$ cat src/design/aab_regs.svh
// constants for the add, and and branch execute slice
`ifndef AAB_REGS_SVH
`define AAB_REGS_SVH
`define AAB_OP_ADDI 6'h04
`define AAB_OP_ANDI 6'h0c
`define AAB_OP_ANDHI 6'h2c
`define AAB_OP_BEQ 6'h26
`define AAB_OP_BGE 6'h0e
`define AAB_OP_BGEU 6'h2e
`define AAB_OP_RTYPE 6'h3a
`define AAB_OPX_ADD 6'h31
`define AAB_OPX_AND 6'h0e
`define AAB_OP_LSB 0
`define AAB_OP_MSB 5
`define AAB_IMM_LSB 6
`define AAB_IMM_MSB 21
`define AAB_B_LSB 22
`define AAB_B_MSB 26
`define AAB_A_LSB 27
`define AAB_A_MSB 31
`define AAB_C_LSB 17
`define AAB_C_MSB 21
`define AAB_OPX_LSB 11
`define AAB_OPX_MSB 16
`define AAB_PC_STEP 32'h0000_0004
`endif

$ cat src/design/aab_pkg.sv
// types for the add, and and branch execute slice
package aab_pkg;
	typedef logic [31:0] aab_word_t;
	typedef logic [4:0] aab_idx_t;
	typedef enum logic [2:0] {
		AAB_K_NONE,
		AAB_K_ADD,
		AAB_K_AND,
		AAB_K_BRANCH
	} aab_kind_e;
	typedef struct packed {
		logic valid;
		logic wr_en;
		aab_idx_t wr_idx;
		aab_word_t wr_data;
		logic pc_load;
		aab_word_t next_pc;
		logic taken;
		logic misaligned;
	} aab_state_s;
endpackage

$ cat src/design/aab_exec.sv
// execute stage for add, and and conditional branch instructions
`timescale 1ns/1ps
`include "aab_regs.svh"
module aab_exec (
	input wire logic i_sys_clk,
	input wire logic i_reset_n,
	input wire logic i_valid,
	input wire aab_pkg::aab_word_t i_instr,
	input wire aab_pkg::aab_word_t i_pc,
	input wire aab_pkg::aab_word_t i_first_source_register,
	input wire aab_pkg::aab_word_t i_second_source_register,
	output logic o_valid,
	output logic o_wr_en,
	output aab_pkg::aab_idx_t o_wr_idx,
	output aab_pkg::aab_word_t o_wr_data,
	output logic o_pc_load,
	output aab_pkg::aab_word_t o_next_pc,
	output logic o_taken,
	output logic o_misaligned
);
	import aab_pkg::*;

	aab_state_s state;
	aab_state_s next_state;

	logic [5:0] opcode;
	logic [5:0] opx;
	logic [15:0] sixteen_bit_immediate_field;
	aab_word_t imm_sext;
	aab_word_t imm_zext;
	aab_word_t imm_high;
	aab_word_t a;
	aab_word_t b;
	aab_word_t sum_rr;
	aab_word_t sum_ri;
	aab_word_t fall_pc;
	aab_word_t target;
	logic is_rtype;
	logic cond;
	logic is_branch;
	aab_kind_e kind;
	logic [32:0] carry_sum;
	logic [32:0] ovf_sum;

	// fields decoded per the fixed word layouts
	assign opcode = i_instr[`AAB_OP_MSB:`AAB_OP_LSB];
	assign opx = i_instr[`AAB_OPX_MSB:`AAB_OPX_LSB];
	assign sixteen_bit_immediate_field = i_instr[`AAB_IMM_MSB:`AAB_IMM_LSB];
	assign a = i_first_source_register;
	assign b = i_second_source_register;
	assign is_rtype = (opcode == `AAB_OP_RTYPE);
	assign imm_sext = {{16{sixteen_bit_immediate_field[15]}}, sixteen_bit_immediate_field};
	assign imm_zext = {16'h0000, sixteen_bit_immediate_field};
	assign imm_high = {sixteen_bit_immediate_field, 16'h0000};
	// plain modulo sums, no carry kept
	assign sum_rr = a + b;
	assign sum_ri = a + imm_sext;
	assign fall_pc = i_pc + `AAB_PC_STEP;
	assign target = fall_pc + imm_sext;
	// wide sums read only by the carry and overflow checks
	assign carry_sum = {1'b0, a} + {1'b0, b};
	assign ovf_sum = {a[31], a} + {b[31], b};

	always_comb begin
		cond = 1'b0;
		is_branch = 1'b0;
		kind = AAB_K_NONE;
		case (opcode)
			`AAB_OP_BEQ: begin
				is_branch = 1'b1;
				cond = (a == b);
			end
			`AAB_OP_BGE: begin
				is_branch = 1'b1;
				cond = ($signed(a) >= $signed(b));
			end
			`AAB_OP_BGEU: begin
				is_branch = 1'b1;
				cond = (a >= b);
			end
			`AAB_OP_ADDI: kind = AAB_K_ADD;
			`AAB_OP_ANDI: kind = AAB_K_AND;
			`AAB_OP_ANDHI: kind = AAB_K_AND;
			`AAB_OP_RTYPE: begin
				if (opx == `AAB_OPX_ADD) begin
					kind = AAB_K_ADD;
				end else if (opx == `AAB_OPX_AND) begin
					kind = AAB_K_AND;
				end
			end
			default: kind = AAB_K_NONE;
		endcase
		if (is_branch) begin
			kind = AAB_K_BRANCH;
		end
	end

	always_comb begin
		next_state = state;
		next_state.valid = i_valid;
		next_state.wr_en = 1'b0;
		next_state.pc_load = 1'b0;
		next_state.taken = 1'b0;
		next_state.misaligned = 1'b0;
		if (i_valid) begin
			case (kind)
				AAB_K_ADD: begin
					next_state.wr_en = 1'b1;
					if (is_rtype) begin
						next_state.wr_idx = i_instr[`AAB_C_MSB:`AAB_C_LSB];
						next_state.wr_data = sum_rr;
					end else begin
						next_state.wr_idx = i_instr[`AAB_B_MSB:`AAB_B_LSB];
						next_state.wr_data = sum_ri;
					end
				end
				AAB_K_AND: begin
					next_state.wr_en = 1'b1;
					if (is_rtype) begin
						next_state.wr_idx = i_instr[`AAB_C_MSB:`AAB_C_LSB];
						next_state.wr_data = a & b;
					end else begin
						next_state.wr_idx = i_instr[`AAB_B_MSB:`AAB_B_LSB];
						if (opcode == `AAB_OP_ANDHI) begin
							next_state.wr_data = a & imm_high;
						end else begin
							next_state.wr_data = a & imm_zext;
						end
					end
				end
				AAB_K_BRANCH: begin
					// swapped-operand aliases reuse these same comparisons
					next_state.pc_load = 1'b1;
					next_state.taken = cond;
					next_state.next_pc = cond ? target : fall_pc;
					next_state.misaligned = cond && (target[1:0] != 2'b00);
				end
				default: begin
					next_state.wr_en = 1'b0;
				end
			endcase
		end
	end

	always_ff @(posedge i_sys_clk) begin
		if (!i_reset_n) begin
			state <= '0;
		end else begin
			state <= next_state;
		end
	end

	assign o_valid = state.valid;
	assign o_wr_en = state.wr_en;
	assign o_wr_idx = state.wr_idx;
	assign o_wr_data = state.wr_data;
	assign o_pc_load = state.pc_load;
	assign o_next_pc = state.next_pc;
	assign o_taken = state.taken;
	assign o_misaligned = state.misaligned;

	// write-back checks, expectations rebuilt from the past operands and word fields
	a_rr_sum: assert property (@(posedge i_sys_clk) disable iff (!i_reset_n)
		i_valid && is_rtype && opx == `AAB_OPX_ADD |=> o_wr_en && o_wr_data == $past(a) + $past(b))
		else $error("register sum wrong");

	a_imm_sum: assert property (@(posedge i_sys_clk) disable iff (!i_reset_n)
		i_valid && opcode == `AAB_OP_ADDI |=> o_wr_en && o_wr_data == $past(a)
		+ {{16{$past(i_instr[`AAB_IMM_MSB])}}, $past(i_instr[`AAB_IMM_MSB:`AAB_IMM_LSB])}
		&& o_wr_idx == $past(i_instr[`AAB_B_MSB:`AAB_B_LSB]))
		else $error("immediate sum wrong");

	a_rr_and: assert property (@(posedge i_sys_clk) disable iff (!i_reset_n)
		i_valid && is_rtype && opx == `AAB_OPX_AND |=> o_wr_data == ($past(a) & $past(b))
		&& o_wr_idx == $past(i_instr[`AAB_C_MSB:`AAB_C_LSB]))
		else $error("register and wrong");

	a_hi_and: assert property (@(posedge i_sys_clk) disable iff (!i_reset_n)
		i_valid && opcode == `AAB_OP_ANDHI |=> o_wr_en
		&& o_wr_data == ($past(a) & {$past(i_instr[`AAB_IMM_MSB:`AAB_IMM_LSB]), 16'h0000}))
		else $error("high and wrong");

	a_lo_and: assert property (@(posedge i_sys_clk) disable iff (!i_reset_n)
		i_valid && opcode == `AAB_OP_ANDI |=> o_wr_en
		&& o_wr_data == ($past(a) & {16'h0000, $past(i_instr[`AAB_IMM_MSB:`AAB_IMM_LSB])}))
		else $error("low and wrong");

	a_ri_widx: assert property (@(posedge i_sys_clk) disable iff (!i_reset_n)
		i_valid && (opcode == `AAB_OP_ANDI || opcode == `AAB_OP_ANDHI) |=> o_wr_en
		&& o_wr_idx == $past(i_instr[`AAB_B_MSB:`AAB_B_LSB]))
		else $error("immediate form index wrong");

	a_rr_widx: assert property (@(posedge i_sys_clk) disable iff (!i_reset_n)
		i_valid && is_rtype && opx == `AAB_OPX_ADD
		|=> o_wr_idx == $past(i_instr[`AAB_C_MSB:`AAB_C_LSB]))
		else $error("register form index wrong");

	a_carry_wrap: assert property (@(posedge i_sys_clk) disable iff (!i_reset_n)
		i_valid && is_rtype && opx == `AAB_OPX_ADD |=> o_wr_en
		&& (o_wr_data < $past(a)) == $past(carry_sum[32]))
		else $error("carry not visible in wrapped sum");

	a_ovf_sign: assert property (@(posedge i_sys_clk) disable iff (!i_reset_n)
		i_valid && is_rtype && opx == `AAB_OPX_ADD |=> ((o_wr_data[31] ^ $past(a[31]))
		& (o_wr_data[31] ^ $past(b[31]))) == $past(ovf_sum[32] ^ ovf_sum[31]))
		else $error("overflow not visible in wrapped sum");

	a_wr_source: assert property (@(posedge i_sys_clk) disable iff (!i_reset_n)
		o_wr_en |-> $past(i_valid)
		&& !$past(opcode inside {`AAB_OP_BEQ, `AAB_OP_BGE, `AAB_OP_BGEU}))
		else $error("write without alu word");

	a_wr_hold: assert property (@(posedge i_sys_clk) disable iff (!i_reset_n)
		!o_wr_en && $past(i_reset_n) |-> $stable(o_wr_data) && $stable(o_wr_idx))
		else $error("write data moved while idle");

	// branch checks
	a_beq_path: assert property (@(posedge i_sys_clk) disable iff (!i_reset_n)
		i_valid && opcode == `AAB_OP_BEQ && a != b |=> !o_taken
		&& o_next_pc == $past(i_pc) + `AAB_PC_STEP)
		else $error("beq fall through wrong");

	a_beq_taken: assert property (@(posedge i_sys_clk) disable iff (!i_reset_n)
		i_valid && opcode == `AAB_OP_BEQ && a == b |=> o_taken && o_pc_load)
		else $error("beq not taken on equal");

	a_bge_sign: assert property (@(posedge i_sys_clk) disable iff (!i_reset_n)
		i_valid && opcode == `AAB_OP_BGE |=> o_taken == ($signed($past(a)) >= $signed($past(b))))
		else $error("signed compare wrong");

	a_bge_alias: assert property (@(posedge i_sys_clk) disable iff (!i_reset_n)
		i_valid && opcode == `AAB_OP_BGE |=> o_taken == !($signed($past(b)) > $signed($past(a))))
		else $error("swapped compare view wrong");

	a_bgeu_cmp: assert property (@(posedge i_sys_clk) disable iff (!i_reset_n)
		i_valid && opcode == `AAB_OP_BGEU |=> o_taken == ($past(a) >= $past(b)))
		else $error("unsigned compare wrong");

	a_fall_pc: assert property (@(posedge i_sys_clk) disable iff (!i_reset_n)
		o_pc_load && !o_taken |-> o_next_pc == $past(i_pc) + `AAB_PC_STEP)
		else $error("fall through pc wrong");

	a_br_target: assert property (@(posedge i_sys_clk) disable iff (!i_reset_n)
		o_pc_load && o_taken |-> o_next_pc == $past(i_pc) + `AAB_PC_STEP
		+ {{16{$past(i_instr[`AAB_IMM_MSB])}}, $past(i_instr[`AAB_IMM_MSB:`AAB_IMM_LSB])})
		else $error("branch target wrong");

	a_misalign: assert property (@(posedge i_sys_clk) disable iff (!i_reset_n)
		o_misaligned |-> o_taken && o_next_pc[1:0] != 2'b00)
		else $error("misaligned flag wrong");

	a_mis_taken: assert property (@(posedge i_sys_clk) disable iff (!i_reset_n)
		o_pc_load && o_taken |-> o_misaligned == (o_next_pc[1:0] != 2'h0))
		else $error("misaligned target not flagged");

	a_mis_idle: assert property (@(posedge i_sys_clk) disable iff (!i_reset_n)
		!o_pc_load |-> !o_taken && !o_misaligned)
		else $error("branch flags outside a branch");

	a_br_nowrite: assert property (@(posedge i_sys_clk) disable iff (!i_reset_n)
		i_valid && opcode inside {`AAB_OP_BEQ, `AAB_OP_BGE, `AAB_OP_BGEU}
		|=> o_pc_load && !o_wr_en)
		else $error("branch wrote a register");

	a_pc_source: assert property (@(posedge i_sys_clk) disable iff (!i_reset_n)
		o_pc_load |-> $past(i_valid)
		&& $past(opcode inside {`AAB_OP_BEQ, `AAB_OP_BGE, `AAB_OP_BGEU}))
		else $error("pc load without branch word");

	a_pc_hold: assert property (@(posedge i_sys_clk) disable iff (!i_reset_n)
		!o_pc_load && $past(i_reset_n) |-> $stable(o_next_pc))
		else $error("next pc moved while idle");

	// reset, handshake and refused words
	a_rst_clear: assert property (@(posedge i_sys_clk)
		!i_reset_n |=> !o_valid && !o_wr_en && !o_pc_load && !o_taken && !o_misaligned)
		else $error("outputs not cleared by reset");

	a_valid_pipe: assert property (@(posedge i_sys_clk) disable iff (!i_reset_n)
		$past(i_reset_n) |-> o_valid == $past(i_valid))
		else $error("valid not one cycle late");

	a_refuse_none: assert property (@(posedge i_sys_clk) disable iff (!i_reset_n)
		i_valid && !(opcode inside {`AAB_OP_ADDI, `AAB_OP_ANDI, `AAB_OP_ANDHI, `AAB_OP_BEQ,
		`AAB_OP_BGE, `AAB_OP_BGEU, `AAB_OP_RTYPE}) |=> o_valid && !o_wr_en && !o_pc_load)
		else $error("unknown opcode acted on");

	// main scenarios reached
	c_taken: cover property (@(posedge i_sys_clk) o_taken);
	c_fall: cover property (@(posedge i_sys_clk) o_pc_load && !o_taken);
	c_mis: cover property (@(posedge i_sys_clk) o_misaligned);
	c_write: cover property (@(posedge i_sys_clk) o_wr_en);
	c_back2back: cover property (@(posedge i_sys_clk) o_wr_en ##1 o_pc_load);
endmodule // aab_exec

$ cat config.mk
export PLATFORM = sky130hd
export DESIGN_NAME = aab_exec
export DESIGN_NICKNAME = d
export VERILOG_FILES = /design/src/design/aab_pkg.sv /design/src/design/aab_exec.sv
export VERILOG_INCLUDE_DIRS = /design/src /design/src/design
export SDC_FILE = /design/constraint.sdc
export NUM_CORES = 1
export LEC_CHECK = 0
export BUFFER_PORTS_ARGS = -buffer_cell sky130_fd_sc_hd__buf_2
export CAP_MARGIN = 30
export CORE_MARGIN = 2
export CORE_UTILIZATION = 48
export DETAILED_ROUTE_END_ITERATION = 10
export GPL_TIMING_DRIVEN = 0
export PLACE_DENSITY = 0.73
export SLEW_MARGIN = 15
export SYNTH_ARGS = -nofsm -noshare
export SYNTH_HDL_FRONTEND = slang
export SYNTH_SLANG_ARGS = --single-unit
$ cat constraint.sdc
create_clock -name i_sys_clk -period 7.75 [get_ports i_sys_clk]
set_clock_uncertainty 0.2 [all_clocks]
set_input_delay 1.9375 -clock i_sys_clk [delete_from_list [all_inputs] [get_ports i_sys_clk]]
set_output_delay 1.9375 -clock i_sys_clk [all_outputs]
set_load 0.05 [all_outputs]
==> impl_metrics.env <==
export IMPL_hold_buffers=0
export IMPL_cts_resized=0
export IMPL_drt_vias_per_instance=6.17
export IMPL_first_global_vias=9188
export IMPL_worstMarginPinSlew_ns=0.921
export IMPL_power_w=0.00146
export IMPL_post_drt_wl_per_cell_um=20.5
export IMPL_outcome="completed"
export IMPL_track_usage=0.331
export IMPL_instances_no_fill=1596
export IMPL_clkTransAtPathRegs_ns=0.07
export IMPL_cp_end_kind="flip-flop"
export IMPL_slew_headroom=0.386
export IMPL_path_class="input pin to flip-flop"
export IMPL_initial_core_util=0.487
export IMPL_hpwl_mm=25.6
export IMPL_synthTopCellsByArea="ha_1, dfxtp_1, a21oi_1"
export IMPL_hold_violations=0
export IMPL_grt_remaining_overflow=0
export IMPL_cts_buffer_depth=2
export IMPL_die_w_um=139
export IMPL_synth_cell_types=66
export IMPL_tns_ns=0
export IMPL_maxCapViolCount=0
export IMPL_grt_max_degree=23
export IMPL_synth_edff_count=0
export IMPL_slew_violations=0
export IMPL_clk_latency_ns=0.36
export IMPL_async_flop_share=0
export IMPL_cts_tree="yes"
export IMPL_drtAntennaViolNets=0
export IMPL_grt_pass1_wl_mm=50.3
export IMPL_clock_sinks=74
export IMPL_crit_required_ns=7.80
export IMPL_dr_pass1_iters=6
export IMPL_fillCellCount=1746
export IMPL_power_net_switching_w=0.000543
export IMPL_dr_first_iter_drc_count=877
export IMPL_p_comb_frac=0.374
export IMPL_power_frac_seq=0.272
export IMPL_ir_drop_mv=0.134
export IMPL_synthFlopType="dfxtp_1"
export IMPL_crit_path_max_fanout=10
export IMPL_die_area_um2=19300
export IMPL_p_clk_frac=0.354
export IMPL_ys_warn_count=0
export IMPL_leakage_nw=4.70
export IMPL_vias=9850
export IMPL_rsz0062_at_grt="false"
export IMPL_max_freq_mhz=141
export IMPL_areaGrowthSynthToFinish_pct=18.8
export IMPL_hold_class="flip-flop to flip-flop"
export IMPL_coreArea_um2=17900
export IMPL_internal_power_w=0.000913
export IMPL_syn_area_um2=8720
export IMPL_drt_total_wl_mm=32.8
export IMPL_powerDensity_nw_per_um2=141
export IMPL_grt_antenna_before_repair=1
export IMPL_port_buffers=198
export IMPL_min_period_over_period=0.912
export IMPL_critPathLaunchType="input pin"
export IMPL_drive_above_1_share=0.181
export IMPL_fin_nets=1623
export IMPL_synth_seq_cells=74
export IMPL_synth_area_leader_cell="ha_1"
export IMPL_syn_nets=1413
export IMPL_cts_buffers=9
export IMPL_postSynthAreaPerCell_um2=7.57
export IMPL_post_route_drc_count=0
export IMPL_switching_share=0.373
export IMPL_post_cts_buffers=0
export IMPL_ys_seq_area_frac=0.170
export IMPL_place_gp_congestion=1.00
export IMPL_netlist_area_leader_share=0.185
export IMPL_rows=49
export IMPL_die_h_um=139
export IMPL_h_tree_depth=3
export IMPL_setup_viol_count_final=0
export IMPL_num_io_pins=205
export IMPL_root_buffer="clkbuf_16"
export IMPL_cp_arrival_ns=7.12
export IMPL_synthCells=1151
export IMPL_fin_crit_ns=7.07
export IMPL_dpl_cell_count=1579
critical path, cell delays in order:
cell	delay, ns
buf_2	0.15
nand2_1	0.14
nor4_4	0.42
clkbuf_1	0.54
buf_1	0.67
mux2_2	0.42
ha_1	0.22
inv_1	0.09
fa_1	0.20
nor2b_1	0.06
o21ai_0	0.37
a211o_1	0.29
nand2_1	0.13
a221oi_2	0.43
o211ai_1	0.25
a2111oi_0	0.45
a21oi_1	0.08
a32o_1	0.26
routing by layer:
metal / global-route usage / share of wire / vias up
met2: 0.536 / 0.45 / 480
li1: - / - / 4689
met3: 0.0611 / 0.091 / 100
met5: 0 / 0.00037 / -
met4: 0.145 / 0.042 / 2
met1: 0.431 / 0.41 / 4579
power groups by stage:
stage          clock network, W  registers [W]  logic, W
4_1_cts                0.000512       0.000396  0.000534
3_3_place_gp                  0       0.000404  0.000525
3_5_place_dp                  0       0.000404  0.000530
2_1_floorplan                 0       0.000437  0.000331
6_report               0.000515       0.000396  0.000545
5_1_grt                0.000529       0.000397  0.000598
cell usage after synthesis (all sizes together) (8+ instances only):
master / instances
ha: 129
a21oi: 112
nand2: 103
nor2: 99
o21ai: 90
dfxtp: 74
inv: 57
xnor2: 57
clkbuf: 39
a211oi: 36
a21o: 36
nand3: 34
xor2: 23
nor3: 21
a32o: 19
nand4: 19
mux2i: 16
and3: 15
mux2: 15
o211ai: 14
a32oi: 13
buf: 11
nor2b: 10
nand2b: 9
o221ai: 8
final cells by class:
| cell class | count | area (µm²) | share of cell area |
|---|---|---|---|
| Inverter | 57 | 214 | 0.0207 |
| Sequential cell | 74 | 1480 | 0.143 |
| Timing Repair Buffer | 199 | 998 | 0.0964 |
| Clock inverter | 7 | 124 | 0.0120 |
| Tap cell | 229 | 287 | 0.0277 |
| Antenna cell | 1 | 2.50 | 0.000242 |
| Clock buffer | 9 | 225 | 0.0217 |
| Buffer | 50 | 196 | 0.0190 |
| Multi-Input combinational cell | 970 | 6830 | 0.659 |
sequential cells by signal (all words and copies together) (netlist names):
| register | count |
|---|---|
| o_taken | 1 |
| o_valid | 1 |
| o_next_pc | 32 |
| o_wr_idx | 5 |
| o_misaligned | 1 |
| o_pc_load | 1 |
| o_wr_data | 32 |
| o_wr_en | 1 |
through the flow:
stage	util	instance area, µm²	hold WS (ns)	worst slack, ns
3_3_place_gp	0.558	10000	0.242	0.561
3_5_place_dp	0.559	10000	0.252	0.511
5_1_grt	0.578	10400	0.276	0.545
2_1_floorplan	-	8720	0.471	1.72
4_1_cts	0.578	10400	0.261	0.860
6_report	0.578	10400	0.259	0.683
cells by family (layout without fill, tap and decap cells):
kind of cell               after synthesis  count (layout)  share of synthesized area
and+or+nand+nor                        344             344                      0.187
adders and majority gates              131             131                      0.190
other                                    0               1                          0
muxes                                   31              31                     0.0377
DFF                                     74              74                      0.170
AOI/OAI and AO/OA                      384             384                      0.287
buffers and inverters                  107             322                     0.0471
xor gates and xnor gates                80              80                     0.0812
placed cells by master (no fill, tap or decap), types with 36 or more instances in the layout:
master | netlist | final
buf_2 | 7 | 205
ha_1 | 129 | 129
a21oi_1 | 111 | 111
nand2_1 | 103 | 103
nor2_1 | 99 | 99
o21ai_0 | 88 | 88
dfxtp_1 | 74 | 74
xnor2_1 | 57 | 57
inv_1 | 57 | 57
clkbuf_1 | 39 | 39
a21o_1 | 36 | 36
path summary, 6_finish.rpt:
kind / startpoint / endpoint / slack, ns / cells after the start
worst max register to register: o_wr_data[31]$_SDFFE_PN0P_ / o_wr_data[31]$_SDFFE_PN0P_ / 6.50 / 3
worst min register to register: o_wr_data[9]$_SDFFE_PN0P_ / o_wr_data[9]$_SDFFE_PN0P_ / 0.26 / 2
worst max-delay path: i_instr[5] / o_wr_data[28]$_SDFFE_PN0P_ / 0.68 / 18
worst min-delay path: o_wr_data[9]$_SDFFE_PN0P_ / o_wr_data[9]$_SDFFE_PN0P_ / 0.26 / 2
(Power assumes the default switching activity.)
